## config.mk

```make
export PLATFORM = sky130hd
export DESIGN_NAME = sfr_soft_reset
export DESIGN_NICKNAME = d
export VERILOG_FILES = /design/src/sfr_pkg.sv /design/src/sfr_soft_reset.sv
export VERILOG_INCLUDE_DIRS = /design/src
export SDC_FILE = /design/constraint.sdc
export NUM_CORES = 1
export LEC_CHECK = 0
export CAP_MARGIN = 10
export CORE_MARGIN = 3
export CORE_UTILIZATION = 25
export DETAILED_ROUTE_END_ITERATION = 8
export DONT_BUFFER_PORTS = 1
export GPL_ROUTABILITY_DRIVEN = 0
export SYNTH_ARGS = -nofsm -noshare
export SYNTH_HDL_FRONTEND = slang
export SYNTH_SLANG_ARGS = --single-unit
```

## constraint.sdc

```tcl
create_clock -name clk -period 2.15 [get_ports clk]
set_clock_uncertainty 0.1 [all_clocks]
set_input_delay 0.3225 -clock clk [delete_from_list [all_inputs] [get_ports clk]]
set_output_delay 0.3225 -clock clk [all_outputs]
set_load 0.01 [all_outputs]
```

## src/sfr_map.svh

```systemverilog
// register offsets, field positions, reset values and timing counts
`ifndef SFR_MAP_SVH
`define SFR_MAP_SVH
`define SFR_OFS_CTRL 4'h0
`define SFR_OFS_VOL 4'h4
`define SFR_OFS_STAT 4'h8
`define SFR_OFS_CNT 4'hc
`define SFR_CTRL_WEL_SET 0
`define SFR_CTRL_OP_START 1
`define SFR_CTRL_SUS_SET 2
`define SFR_CTRL_SUS_CLR 3
`define SFR_STAT_BUSY 0
`define SFR_STAT_WEL 1
`define SFR_STAT_SUS 2
`define SFR_STAT_ARMED 3
`define SFR_STAT_RECOVER 4
`define SFR_VOL_RST 19'h00000
`define SFR_OP_ARM 8'h66
`define SFR_OP_RESET 8'h99
`define SFR_RST_TIME_NS 30000
`define SFR_CLK_PERIOD_NS 100
`define SFR_RST_CYCLES ((`SFR_RST_TIME_NS + `SFR_CLK_PERIOD_NS - 1) / `SFR_CLK_PERIOD_NS)
`define SFR_OP_CYCLES 1000
`define SFR_RESP_OKAY 2'h0
`define SFR_RESP_SLVERR 2'h2
`endif

```

## src/sfr_pkg.sv

```systemverilog
// types for the soft reset sequencer
package sfr_pkg;
  typedef enum logic [2:0] {
    SFR_IDLE = 3'b001,
    SFR_ARMED = 3'b010,
    SFR_RECOVER = 3'b100
  } sfr_state_e;
  typedef struct packed {
    logic [7:0] status_bits;
    logic [2:0] wrap_setting_bits;
    logic [7:0] read_parameter_bits;
  } sfr_vol_s;
endpackage

```

## src/sfr_soft_reset.sv

```systemverilog
// software reset command handling with axi4-lite register access
// What this block does
// - a device reset happens only when arming code 66h is directly followed by reset code 99h.
// - any instruction other than 99h or 66h after 66h disarms, so a fresh pair is needed; a repeated 66h stays armed.
// - an accepted reset aborts every internal operation and returns to the power-on state.
// - the reset clears volatile status, write enable latch, suspend, read parameters and wrap bits.
// - after a reset no serial instruction is accepted for a recovery time of about 30 us; CTRL register writes are still accepted.
// - busy reads one from the start of an erase, program or status write cycle until it completes, also while suspended, else zero.
//
// The address map and the AXI4-Lite register port were chosen for this implementation.
`timescale 1ns/1ps
`include "sfr_map.svh"
module sfr_soft_reset
  import sfr_pkg::*;
#(
  parameter int RST_CYCLES = `SFR_RST_CYCLES,
  parameter int OP_CYCLES = `SFR_OP_CYCLES
) (
  input wire logic clk,
  input wire logic srst,
  input wire logic spi_cs_n,
  input wire logic spi_sclk,
  input wire logic spi_mosi,
  input wire logic [3:0] s_axi_awaddr,
  input wire logic s_axi_awvalid,
  output logic s_axi_awready,
  input wire logic [31:0] s_axi_wdata,
  input wire logic [3:0] s_axi_wstrb,
  input wire logic s_axi_wvalid,
  output logic s_axi_wready,
  output logic [1:0] s_axi_bresp,
  output logic s_axi_bvalid,
  input wire logic s_axi_bready,
  input wire logic [3:0] s_axi_araddr,
  input wire logic s_axi_arvalid,
  output logic s_axi_arready,
  output logic [31:0] s_axi_rdata,
  output logic [1:0] s_axi_rresp,
  output logic s_axi_rvalid,
  input wire logic s_axi_rready,
  output logic dev_reset_pulse,
  output logic busy,
  output logic recovering
);
  // byte lane merge for partial writes
  function automatic logic [31:0] merge(input logic [31:0] old, input logic [31:0] nw,
                                        input logic [3:0] strb);
    logic [31:0] r;
    r = old;
    for (int i = 0; i < 4; i++) begin
      if (strb[i]) begin
        r[i*8 +: 8] = nw[i*8 +: 8];
      end
    end
    return r;
  endfunction

  sfr_state_e state_ff, nxt_state;
  sfr_vol_s vol_ff;
  logic sclk_q_ff;
  logic [7:0] shift_ff;
  logic [2:0] bit_cnt_ff;
  logic [15:0] rec_cnt_ff;
  logic [15:0] op_cnt_ff;
  logic wel_ff;
  logic sus_ff;
  logic busy_ff;
  logic [15:0] rst_count_ff;
  logic dev_rst_ff;
  logic awready_ff, bvalid_ff, arready_ff, rvalid_ff;
  logic [1:0] bresp_ff, rresp_ff;
  logic [31:0] rdata_ff;

  // serial side: opcode capture on sampled clock rise inside a frame
  wire sclk_rise = spi_sclk && !sclk_q_ff && !spi_cs_n;
  wire [7:0] opcode = {shift_ff[6:0], spi_mosi};
  wire op_done = sclk_rise && (bit_cnt_ff == 3'h7);
  wire is_arm = (opcode == `SFR_OP_ARM);
  wire is_reset = (opcode == `SFR_OP_RESET);
  wire rec_done = (rec_cnt_ff == 16'(RST_CYCLES - 1));
  wire do_reset = (state_ff == SFR_ARMED) && op_done && is_reset;

  always_comb begin
    nxt_state = state_ff;
    unique case (state_ff)
      SFR_IDLE: begin
        if (op_done && is_arm) begin
          nxt_state = SFR_ARMED;
        end
      end
      SFR_ARMED: begin
        if (op_done) begin
          nxt_state = is_reset ? SFR_RECOVER : (is_arm ? SFR_ARMED : SFR_IDLE);
        end
      end
      SFR_RECOVER: begin
        if (rec_done) begin
          nxt_state = SFR_IDLE;
        end
      end
      default: nxt_state = SFR_IDLE;
    endcase
  end

  always_ff @(posedge clk) begin
    if (srst) begin
      state_ff <= SFR_IDLE;
      sclk_q_ff <= 1'b0;
      shift_ff <= 8'h00;
      bit_cnt_ff <= 3'h0;
      rec_cnt_ff <= 16'h0000;
    end else begin
      state_ff <= nxt_state;
      sclk_q_ff <= spi_sclk;
      if (spi_cs_n) begin
        bit_cnt_ff <= 3'h0;
      end else if (sclk_rise) begin
        shift_ff <= opcode;
        bit_cnt_ff <= bit_cnt_ff + 3'h1;
      end
      rec_cnt_ff <= (state_ff == SFR_RECOVER) ? rec_cnt_ff + 16'h0001 : 16'h0000;
    end
  end

  // register write decode
  wire [1:0] idx_ctrl = 2'(`SFR_OFS_CTRL >> 2);
  wire [1:0] idx_vol = 2'(`SFR_OFS_VOL >> 2);
  wire [1:0] idx_stat = 2'(`SFR_OFS_STAT >> 2);
  wire [1:0] idx_cnt = 2'(`SFR_OFS_CNT >> 2);
  wire wr_fire = awready_ff;
  wire wr_ctrl = wr_fire && (s_axi_awaddr[3:2] == idx_ctrl) && s_axi_wstrb[0];
  wire wr_vol = wr_fire && (s_axi_awaddr[3:2] == idx_vol);
  wire wr_ok = (s_axi_awaddr[3:2] == idx_ctrl) || (s_axi_awaddr[3:2] == idx_vol);
  wire op_start = wr_ctrl && s_axi_wdata[`SFR_CTRL_OP_START] && wel_ff && !busy_ff;
  wire [31:0] vol_word = {13'h0000, vol_ff};
  wire [31:0] vol_merged = merge(vol_word, s_axi_wdata, s_axi_wstrb);

  always_ff @(posedge clk) begin
    if (srst || dev_rst_ff) begin
      vol_ff <= `SFR_VOL_RST;
      wel_ff <= 1'b0;
      sus_ff <= 1'b0;
      busy_ff <= 1'b0;
      op_cnt_ff <= 16'h0000;
    end else begin
      if (wr_vol) begin
        vol_ff <= vol_merged[18:0];
      end
      if (op_start) begin
        wel_ff <= 1'b0;
      end else if (wr_ctrl && s_axi_wdata[`SFR_CTRL_WEL_SET]) begin
        wel_ff <= 1'b1;
      end
      if (wr_ctrl && s_axi_wdata[`SFR_CTRL_SUS_SET] && busy_ff) begin
        sus_ff <= 1'b1;
      end else if (wr_ctrl && s_axi_wdata[`SFR_CTRL_SUS_CLR]) begin
        sus_ff <= 1'b0;
      end
      if (op_start) begin
        busy_ff <= 1'b1;
        op_cnt_ff <= 16'h0000;
      end else if (busy_ff && !sus_ff) begin
        op_cnt_ff <= op_cnt_ff + 16'h0001;
        if (op_cnt_ff == 16'(OP_CYCLES - 1)) begin
          busy_ff <= 1'b0;
        end
      end
    end
  end

  always_ff @(posedge clk) begin
    if (srst) begin
      dev_rst_ff <= 1'b0;
      rst_count_ff <= 16'h0000;
    end else begin
      dev_rst_ff <= do_reset;
      if (do_reset) begin
        rst_count_ff <= rst_count_ff + 16'h0001;
      end
    end
  end

  // axi4-lite slave
  wire aw_take = s_axi_awvalid && s_axi_wvalid && !awready_ff && !bvalid_ff;
  wire ar_take = s_axi_arvalid && !arready_ff && !rvalid_ff;
  wire [4:0] stat_word = {state_ff == SFR_RECOVER, state_ff == SFR_ARMED, sus_ff, wel_ff,
                          busy_ff};
  wire [1:0] ra = s_axi_araddr[3:2];
  wire [31:0] rd_mux = (ra == idx_vol) ? vol_word :
                       (ra == idx_stat) ? {27'h0000000, stat_word} :
                       (ra == idx_cnt) ? {16'h0000, rst_count_ff} : 32'h00000000;
  wire rd_ok = (ra != idx_ctrl);

  always_ff @(posedge clk) begin
    if (srst) begin
      awready_ff <= 1'b0;
      bvalid_ff <= 1'b0;
      bresp_ff <= `SFR_RESP_OKAY;
      arready_ff <= 1'b0;
      rvalid_ff <= 1'b0;
      rresp_ff <= `SFR_RESP_OKAY;
      rdata_ff <= 32'h00000000;
    end else begin
      awready_ff <= aw_take;
      if (wr_fire) begin
        bvalid_ff <= 1'b1;
        bresp_ff <= wr_ok ? `SFR_RESP_OKAY : `SFR_RESP_SLVERR;
      end else if (s_axi_bready) begin
        bvalid_ff <= 1'b0;
      end
      arready_ff <= ar_take;
      if (arready_ff) begin
        rvalid_ff <= 1'b1;
        rdata_ff <= rd_mux;
        rresp_ff <= rd_ok ? `SFR_RESP_OKAY : `SFR_RESP_SLVERR;
      end else if (s_axi_rready) begin
        rvalid_ff <= 1'b0;
      end
    end
  end

  assign s_axi_awready = awready_ff;
  assign s_axi_wready = awready_ff;
  assign s_axi_bvalid = bvalid_ff;
  assign s_axi_bresp = bresp_ff;
  assign s_axi_arready = arready_ff;
  assign s_axi_rvalid = rvalid_ff;
  assign s_axi_rdata = rdata_ff;
  assign s_axi_rresp = rresp_ff;
  assign dev_reset_pulse = dev_rst_ff;
  assign busy = busy_ff;
  assign recovering = (state_ff == SFR_RECOVER);
endmodule

```

==> results of run 1 <==
[power groups by stage]
stage	clock network, W	logic (W)	registers (W)
4_1_cts	0.00173	0.000147	0.00207
3_5_place_dp	0	0.000102	0.00212
3_3_place_gp	0	0.000101	0.00212
2_1_floorplan	0	0.000121	0.00212
5_1_grt	0.00181	0.000159	0.00207
6_report	0.00166	0.000147	0.00207
[cell usage in the layout, fill, tap and decap left out, types with 13 or more instances in the layout]
master	Yosys	layout
xnor2_1	21	21
mux2_2	16	16
nand3_1	21	21
a21oi_1	40	40
nand2_1	60	60
mux2i_1	13	13
nor2_1	84	84
dlygate4sd3_1	0	14
dfxtp_1	110	110
xor2_1	21	21
nor2b_1	18	18
conb_1	1	15
[sequential cells by signal, indices dropped and copies added, names as in the netlist]
signal / flops
s_axi_rdata: 19
vol_ff: 19
op_cnt_ff: 16
rec_cnt_ff: 16
rst_count_ff: 16
shift_ff: 7
bit_cnt_ff: 3
state_ff: 3
busy: 1
dev_reset_pulse: 1
s_axi_arready: 1
s_axi_awready: 1
s_axi_bresp: 1
s_axi_bvalid: 1
s_axi_rresp: 1
s_axi_rvalid: 1
sclk_q_ff: 1
sus_ff: 1
wel_ff: 1
[logic make-up (layout without fill, tap and decap cells)]
family	after synthesis	in the layout
adders and majority gates	5	5
DFF	110	110
other	1	15
muxes	29	29
and+or+nand+nor	258	258
AOI/OAI and AO/OA	63	63
xor gates and xnor gates	42	42
buffers and inverters	45	49
[stage by stage]
stage,total power [W],util,hold slack [ns],instances
after global routing,0.00404,0.297,0.0152,831
after detailed placement,0.00222,0.272,0.305,801
final,0.00388,0.297,0.0212,831
after CTS,0.00395,0.296,0.00159,831
after floorplan,0.00224,-,0.300,567
after global placement,0.00222,0.272,0.299,801
[layout make-up]
cell class / count / share of cell area
Timing Repair Buffer: 27 / 0.0456
Inverter: 7 / 0.00465
Clock buffer: 9 / 0.0399
Multi-Input combinational cell: 412 / 0.450
Clock inverter: 6 / 0.0124
Tap cell: 260 / 0.0576
Sequential cell: 110 / 0.390
[critical path: stages (launching register included)]
cell	delay (ns)
dfxtp_1	0.35
ha_1	0.17
ha_1	0.13
and4bb_1	0.33
and4_2	0.38
nor3b_2	0.21
xnor2_1	0.13
nor2_1	0.05
[repair_timing]
action,in CTS,in global routing
setup endpoints to repair,0,3
endpoints found under the hold margin,65,0
gates resized for setup,0,2
hold buffers,15,0
[metal layers]
metal,share of wire,GRT usage,routed length [µm],vias up
met5,0,0,0,-
met4,0.0046,0.0240,50,0
met3,0.061,0.0335,670,4
met2,0.44,0.155,4850,81
met1,0.49,0.137,5340,1696
li1,-,-,-,1905
[path summary, 6_finish.rpt]
check | from | endpoint | slack (ns)
worst max register to register | bit_cnt_ff[0]$_SDFFE_PP0P_ | rst_count_ff[5]$_SDFFE_PP0P_ | 0.20
worst max-delay path | bit_cnt_ff[0]$_SDFFE_PP0P_ | rst_count_ff[5]$_SDFFE_PP0P_ | 0.20
worst min register to register | vol_ff[11]$_SDFFE_PP0P_ | vol_ff[11]$_SDFFE_PP0P_ | 0.35
worst min-delay path | s_axi_wdata[17] | vol_ff[17]$_SDFFE_PP0P_ | 0.02
==> impl_metrics.py, run 1 <==
metrics = {
    "floorplan": {
        "initial_core_util": 0.259,
        "die_area_um2": 21400,
        "die_w_um": 146,
        "die_h_um": 146,
        "rows": 50,
        "pin_count": 98,
        "core_um2": 19000,
    },
    "synthesis": {
        "async_reset_ff_frac": 0,
        "synth_seq_area_share": 0.448,
        "synth.most_common_cell": "dfxtp_1",
        "synth-compound-area-share": 0.0738,
        "syn_area_per_cell_um2": 8.89,
        "synthAdderAreaFrac": 0.0127,
        "synth_cell_types": 47,
        "synth_top_family_by_area": "simple AND/OR/NAND/NOR gates",
        "synth_top_area_frac": 0.448,
        "syn_inst": 553,
        "syn_area_um2": 4920,
        "synth-edff-count": 0,
        "yosys.area.top_type": "dfxtp_1",
        "ys_ff_latch": 110,
        "muxShareOfSynthArea": 0.0631,
        "yosys_warnings": 0,
        "synth_ff_type": "dfxtp_1",
        "synth_xor_area_frac": 0.0748,
        "synthSimpleGateAreaFrac": 0.279,
        "synth_area_leaders": "dfxtp_1 45%, nor2_1 6.4%, nand2_1 4.6%, a21oi_1 4.1%, xnor2_1 3.7%",
        "ys_top_cells_by_count": "110 x dfxtp_1, 84 x nor2_1, 60 x nand2_1, 40 x a21oi_1",
    },
    "timing": {
        "slew_viol_final": 0,
        "relSlewSlack": 0.504,
        "fmax_mhz": 512,
        "period_share": 0.908,
        "timing.final.crit_period_ns": 1.95,
        "setup_viol": 0,
        "timing.final.ws_setup_ns": 0.197,
        "final.setup.tns_ns": 0,
        "hold_viol_final": 0,
        "tightestPinTransition_ns": 0.743,
        "rsz0062_at_grt": "false",
    },
    "placed_design": {
        "dpl.hpwl_um": 7600,
        "portBuffers": 0,
        "place_area_um2": 5170,
        "place_ws_ns": 0.165,
    },
    "min_path": {
        "min_path_type": "in2reg",
        "hold_depth": 2,
    },
    "cts": {
        "numCtsBuffers": 9,
        "htreeDepth": 3,
        "cts_root_buffer": "clkbuf_16",
        "clk_latency_ns": 0.35,
        "clkTransAtPathRegs_ns": 0.07,
        "cts_buffer_depth": 2,
        "cts_tree": "done",
        "cts_setup_buffers": 0,
        "clock-sinks": 110,
    },
    "route": {
        "routed_wl_um": 10900,
        "drc_errors": 0,
        "vias_per_cell": 4.44,
        "post_drt_wl_per_cell_um": 13.1,
        "drtIter0Drc": 136,
        "first_pass_iters": 4,
        "num_vias": 3686,
        "ant_nets": 0,
    },
    "cells_and_area": {
        "final.fill_count": 2037,
        "postLayoutCellArea_um2": 5650,
        "drive_gt1_frac": 0.107,
        "nets": 626,
        "diodes": 0,
        "area_delta_synth_final_pct": 14.8,
        "multi_input_area_um2": 2540,
        "regArea_um2": 2200,
    },
    "global_route": {
        "grt_max_degree": 56,
        "grt_pass1_wl_um": 17600,
        "grt_pass1_vias": 3452,
        "antenna_found_initial": 0,
        "globalRouteTotalUtil": 0.101,
        "grt-ovfl-total": 0,
    },
    "setup_path": {
        "crit_arrival_ns": 2.09,
        "setup.worst_path.class": "reg2reg",
        "worstPathMaxFanout": 8,
        "critPathLaunchType": "register",
        "worst_ep_required_time_ns": 2.29,
        "end_kind": "register",
        "reg2reg_depth": 7,
    },
    "power_and_ir_drop": {
        "seqPwrFrac": 0.533,
        "clkPwrFrac": 0.429,
        "intPower_w": 0.00302,
        "powerDensity_nw_per_um2": 687,
        "switchingPower_w": 0.000858,
        "power.leakage_nw": 1.89,
        "p_sw_frac": 0.221,
        "irDropWorstVdd_mv": 0.355,
        "pwr-share-comb": 0.038,
    },
    "status": {
        "status": "completed",
    },
    "flow_run": {
        "max_cap_viol_count": 0,
    },
}
Note: power is estimated with default switching activity, not from simulation.
==> inputs of run 2 (changes only) <==
- RECOVER_POWER: not set -> 100
==> run 2 against run 1 <==
Against the previous run: fmax shrank 0.70%; cell area is 1.2% lower; largest cell class unchanged; combinational power down 3%; register-to-register slack is essentially flat; flip-flop and latch count is the same; die area stayed put; clock-buffer cell count is the same.
==> impl_metrics.py, run 2 (synthesis results as in run 1) <==
metrics = {
    "power_and_ir_drop": {
        "irDropWorstVdd_mv": 0.360,
        "power.leakage_nw": 1.86,
        "p_total_w": 0.00388,
        "powerDensity_nw_per_um2": 696,
    },
    "timing": {
        "rsz0062_at_grt": "false",
        "setup_viol": 0,
        "fmax_mhz": 509,
        "timing.final.crit_period_ns": 1.97,
        "slew_viol_final": 0,
        "hold_viol_final": 0,
        "timing.final.ws_setup_ns": 0.184,
        "relSlewSlack": 0.280,
        "final.setup.tns_ns": 0,
        "tightestPinTransition_ns": 1.08,
        "period_share": 0.915,
    },
    "route": {
        "ant_nets": 0,
        "routed_wl_um": 11000,
        "post_drt_wl_per_cell_um": 13.2,
        "m1WireLength_um": 5320,
        "drc_errors": 0,
        "highest_layer": "met4",
        "wl_met2_um": 4770,
        "drtIter0Drc": 142,
        "met3_length_um": 765,
        "first_pass_iters": 4,
        "num_vias": 3689,
        "vias_per_cell": 4.44,
    },
    "setup_path": {
        "worstPathMaxFanout": 8,
        "critPathLaunchType": "register",
        "crit_arrival_ns": 2.11,
        "setup.worst_path.class": "reg2reg",
        "ff2ff_setup_slack_ns": 0.18,
        "end_kind": "register",
        "worst_ep_required_time_ns": 2.29,
        "reg2reg_depth": 7,
        "worstReg2RegEnd": "rst_count_ff[5]$_SDFFE_PP0P_",
        "reg2reg_from": "bit_cnt_ff[0]$_SDFFE_PP0P_",
    },
    "global_route": {
        "grt_pass1_vias": 3452,
        "globalRouteTotalUtil": 0.101,
        "antenna_found_initial": 0,
        "grt-ovfl-total": 0,
        "grt_pass1_wl_um": 17600,
        "grt_max_degree": 56,
    },
    "floorplan": {
        "die_h_um": 146,
        "die_area_um2": 21400,
        "die_w_um": 146,
        "rows": 50,
        "core_um2": 19000,
        "pin_count": 98,
        "initial_core_util": 0.259,
    },
    "cts": {
        "cts_root_buffer": "clkbuf_16",
        "cts_tree": "done",
        "htreeDepth": 3,
        "cts_buffer_depth": 2,
        "clock-sinks": 110,
        "clkTransAtPathRegs_ns": 0.07,
        "numCtsBuffers": 9,
        "cts_setup_buffers": 0,
        "clk_latency_ns": 0.35,
    },
    "placed_design": {
        "place_ws_ns": 0.165,
        "dpl.hpwl_um": 7600,
        "portBuffers": 0,
        "dpl.cell_count": 801,
        "place_area_um2": 5170,
    },
    "status": {
        "status": "completed",
    },
    "cells_and_area": {
        "final_cell_count_no_fill": 831,
        "area_delta_synth_final_pct": 13.4,
        "postLayoutCellArea_um2": 5580,
        "drive_gt1_frac": 0.0806,
        "diodes": 0,
        "mostFrequentLayoutCells": "110 x dfxtp_1, 84 x nor2_1, 60 x nand2_1, 40 x a21oi_1",
        "final_common_cell": "dfxtp_1",
        "nets": 626,
    },
    "min_path": {
        "min_path_type": "in2reg",
        "worstHoldStart": "s_axi_wdata[17]",
        "hold_depth": 2,
        "hold_end": "vol_ff[17]$_SDFFE_PP0P_",
    },
    "flow_run": {
        "max_cap_viol_count": 0,
    },
}
==> run 2: cell types whose count changed in the layout (fill, tap and decap cells not counted) <==
cell and change:
and4bb_1 +1, nor4_2 -7, nor4_1 +7, o21ai_1 -1, o21ai_0 +1, clkbuf_1 +7
buf_4 -7, and4bb_2 -1
==> run 2: through the flow <==
| step | hold WS (ns) | util |
|---|---|---|
| floorplan | 0.300 | - |
| global placement | 0.299 | 0.272 |
| detailed placement | 0.305 | 0.272 |
| CTS | 0.00159 | 0.296 |
| global route | 0.0152 | 0.293 |
| finish | 0.0183 | 0.293 |
==> run 2: how the worst max path moves through the flow <==
stage                               start  slack, ns                             to
2_1_floorplan  bit_cnt_ff[0]$_SDFFE_PP0P_       0.34  rst_count_ff[15]$_SDFFE_PP0P_
3_3_place_gp   bit_cnt_ff[0]$_SDFFE_PP0P_       0.16   rst_count_ff[5]$_SDFFE_PP0P_
3_5_place_dp   bit_cnt_ff[0]$_SDFFE_PP0P_       0.17   rst_count_ff[5]$_SDFFE_PP0P_
4_1_cts        bit_cnt_ff[0]$_SDFFE_PP0P_       0.13   rst_count_ff[5]$_SDFFE_PP0P_
5_1_grt        bit_cnt_ff[0]$_SDFFE_PP0P_      0.009   rst_count_ff[5]$_SDFFE_PP0P_
6_report       bit_cnt_ff[0]$_SDFFE_PP0P_       0.18   rst_count_ff[5]$_SDFFE_PP0P_
==> run 2: worst max-delay path: stages (launching register included) <==
cell and delay, ns:
dfxtp_1 0.35, ha_1 0.17, ha_1 0.13, and4bb_1 0.33, and4_2 0.39, nor3b_2 0.21, xnor2_1 0.13, nor2_1 0.05
==> run 2: timing repair <==
item	CTS	global route
resized for setup	0	2
hold endpoints to repair	65	0
endpoints found under the setup margin	0	3
hold buffers	15	0
==> run 2: metal layers <==
layer / global-route usage / vias to the layer above
met1: 0.137 / 1695
li1: - / 1902
met5: 0 / -
met3: 0.0335 / 9
met2: 0.155 / 83
met4: 0.0240 / 0
==> run 2: cell type report <==
cell class	count	area [µm²]
clock buffers	9	225
multi-input cells	412	2500
clock inverters	6	70.1
inverters	7	26.3
repair buffers	27	231
well taps	260	325
flip-flops and latches	110	2200
fillers	2057	13400
==> run 2: report_power, final <==
part,switching [W],internal [W]
Sequential,0.0000155,0.00205
Combinational,0.0000868,0.0000559
Clock,0.000763,0.000908
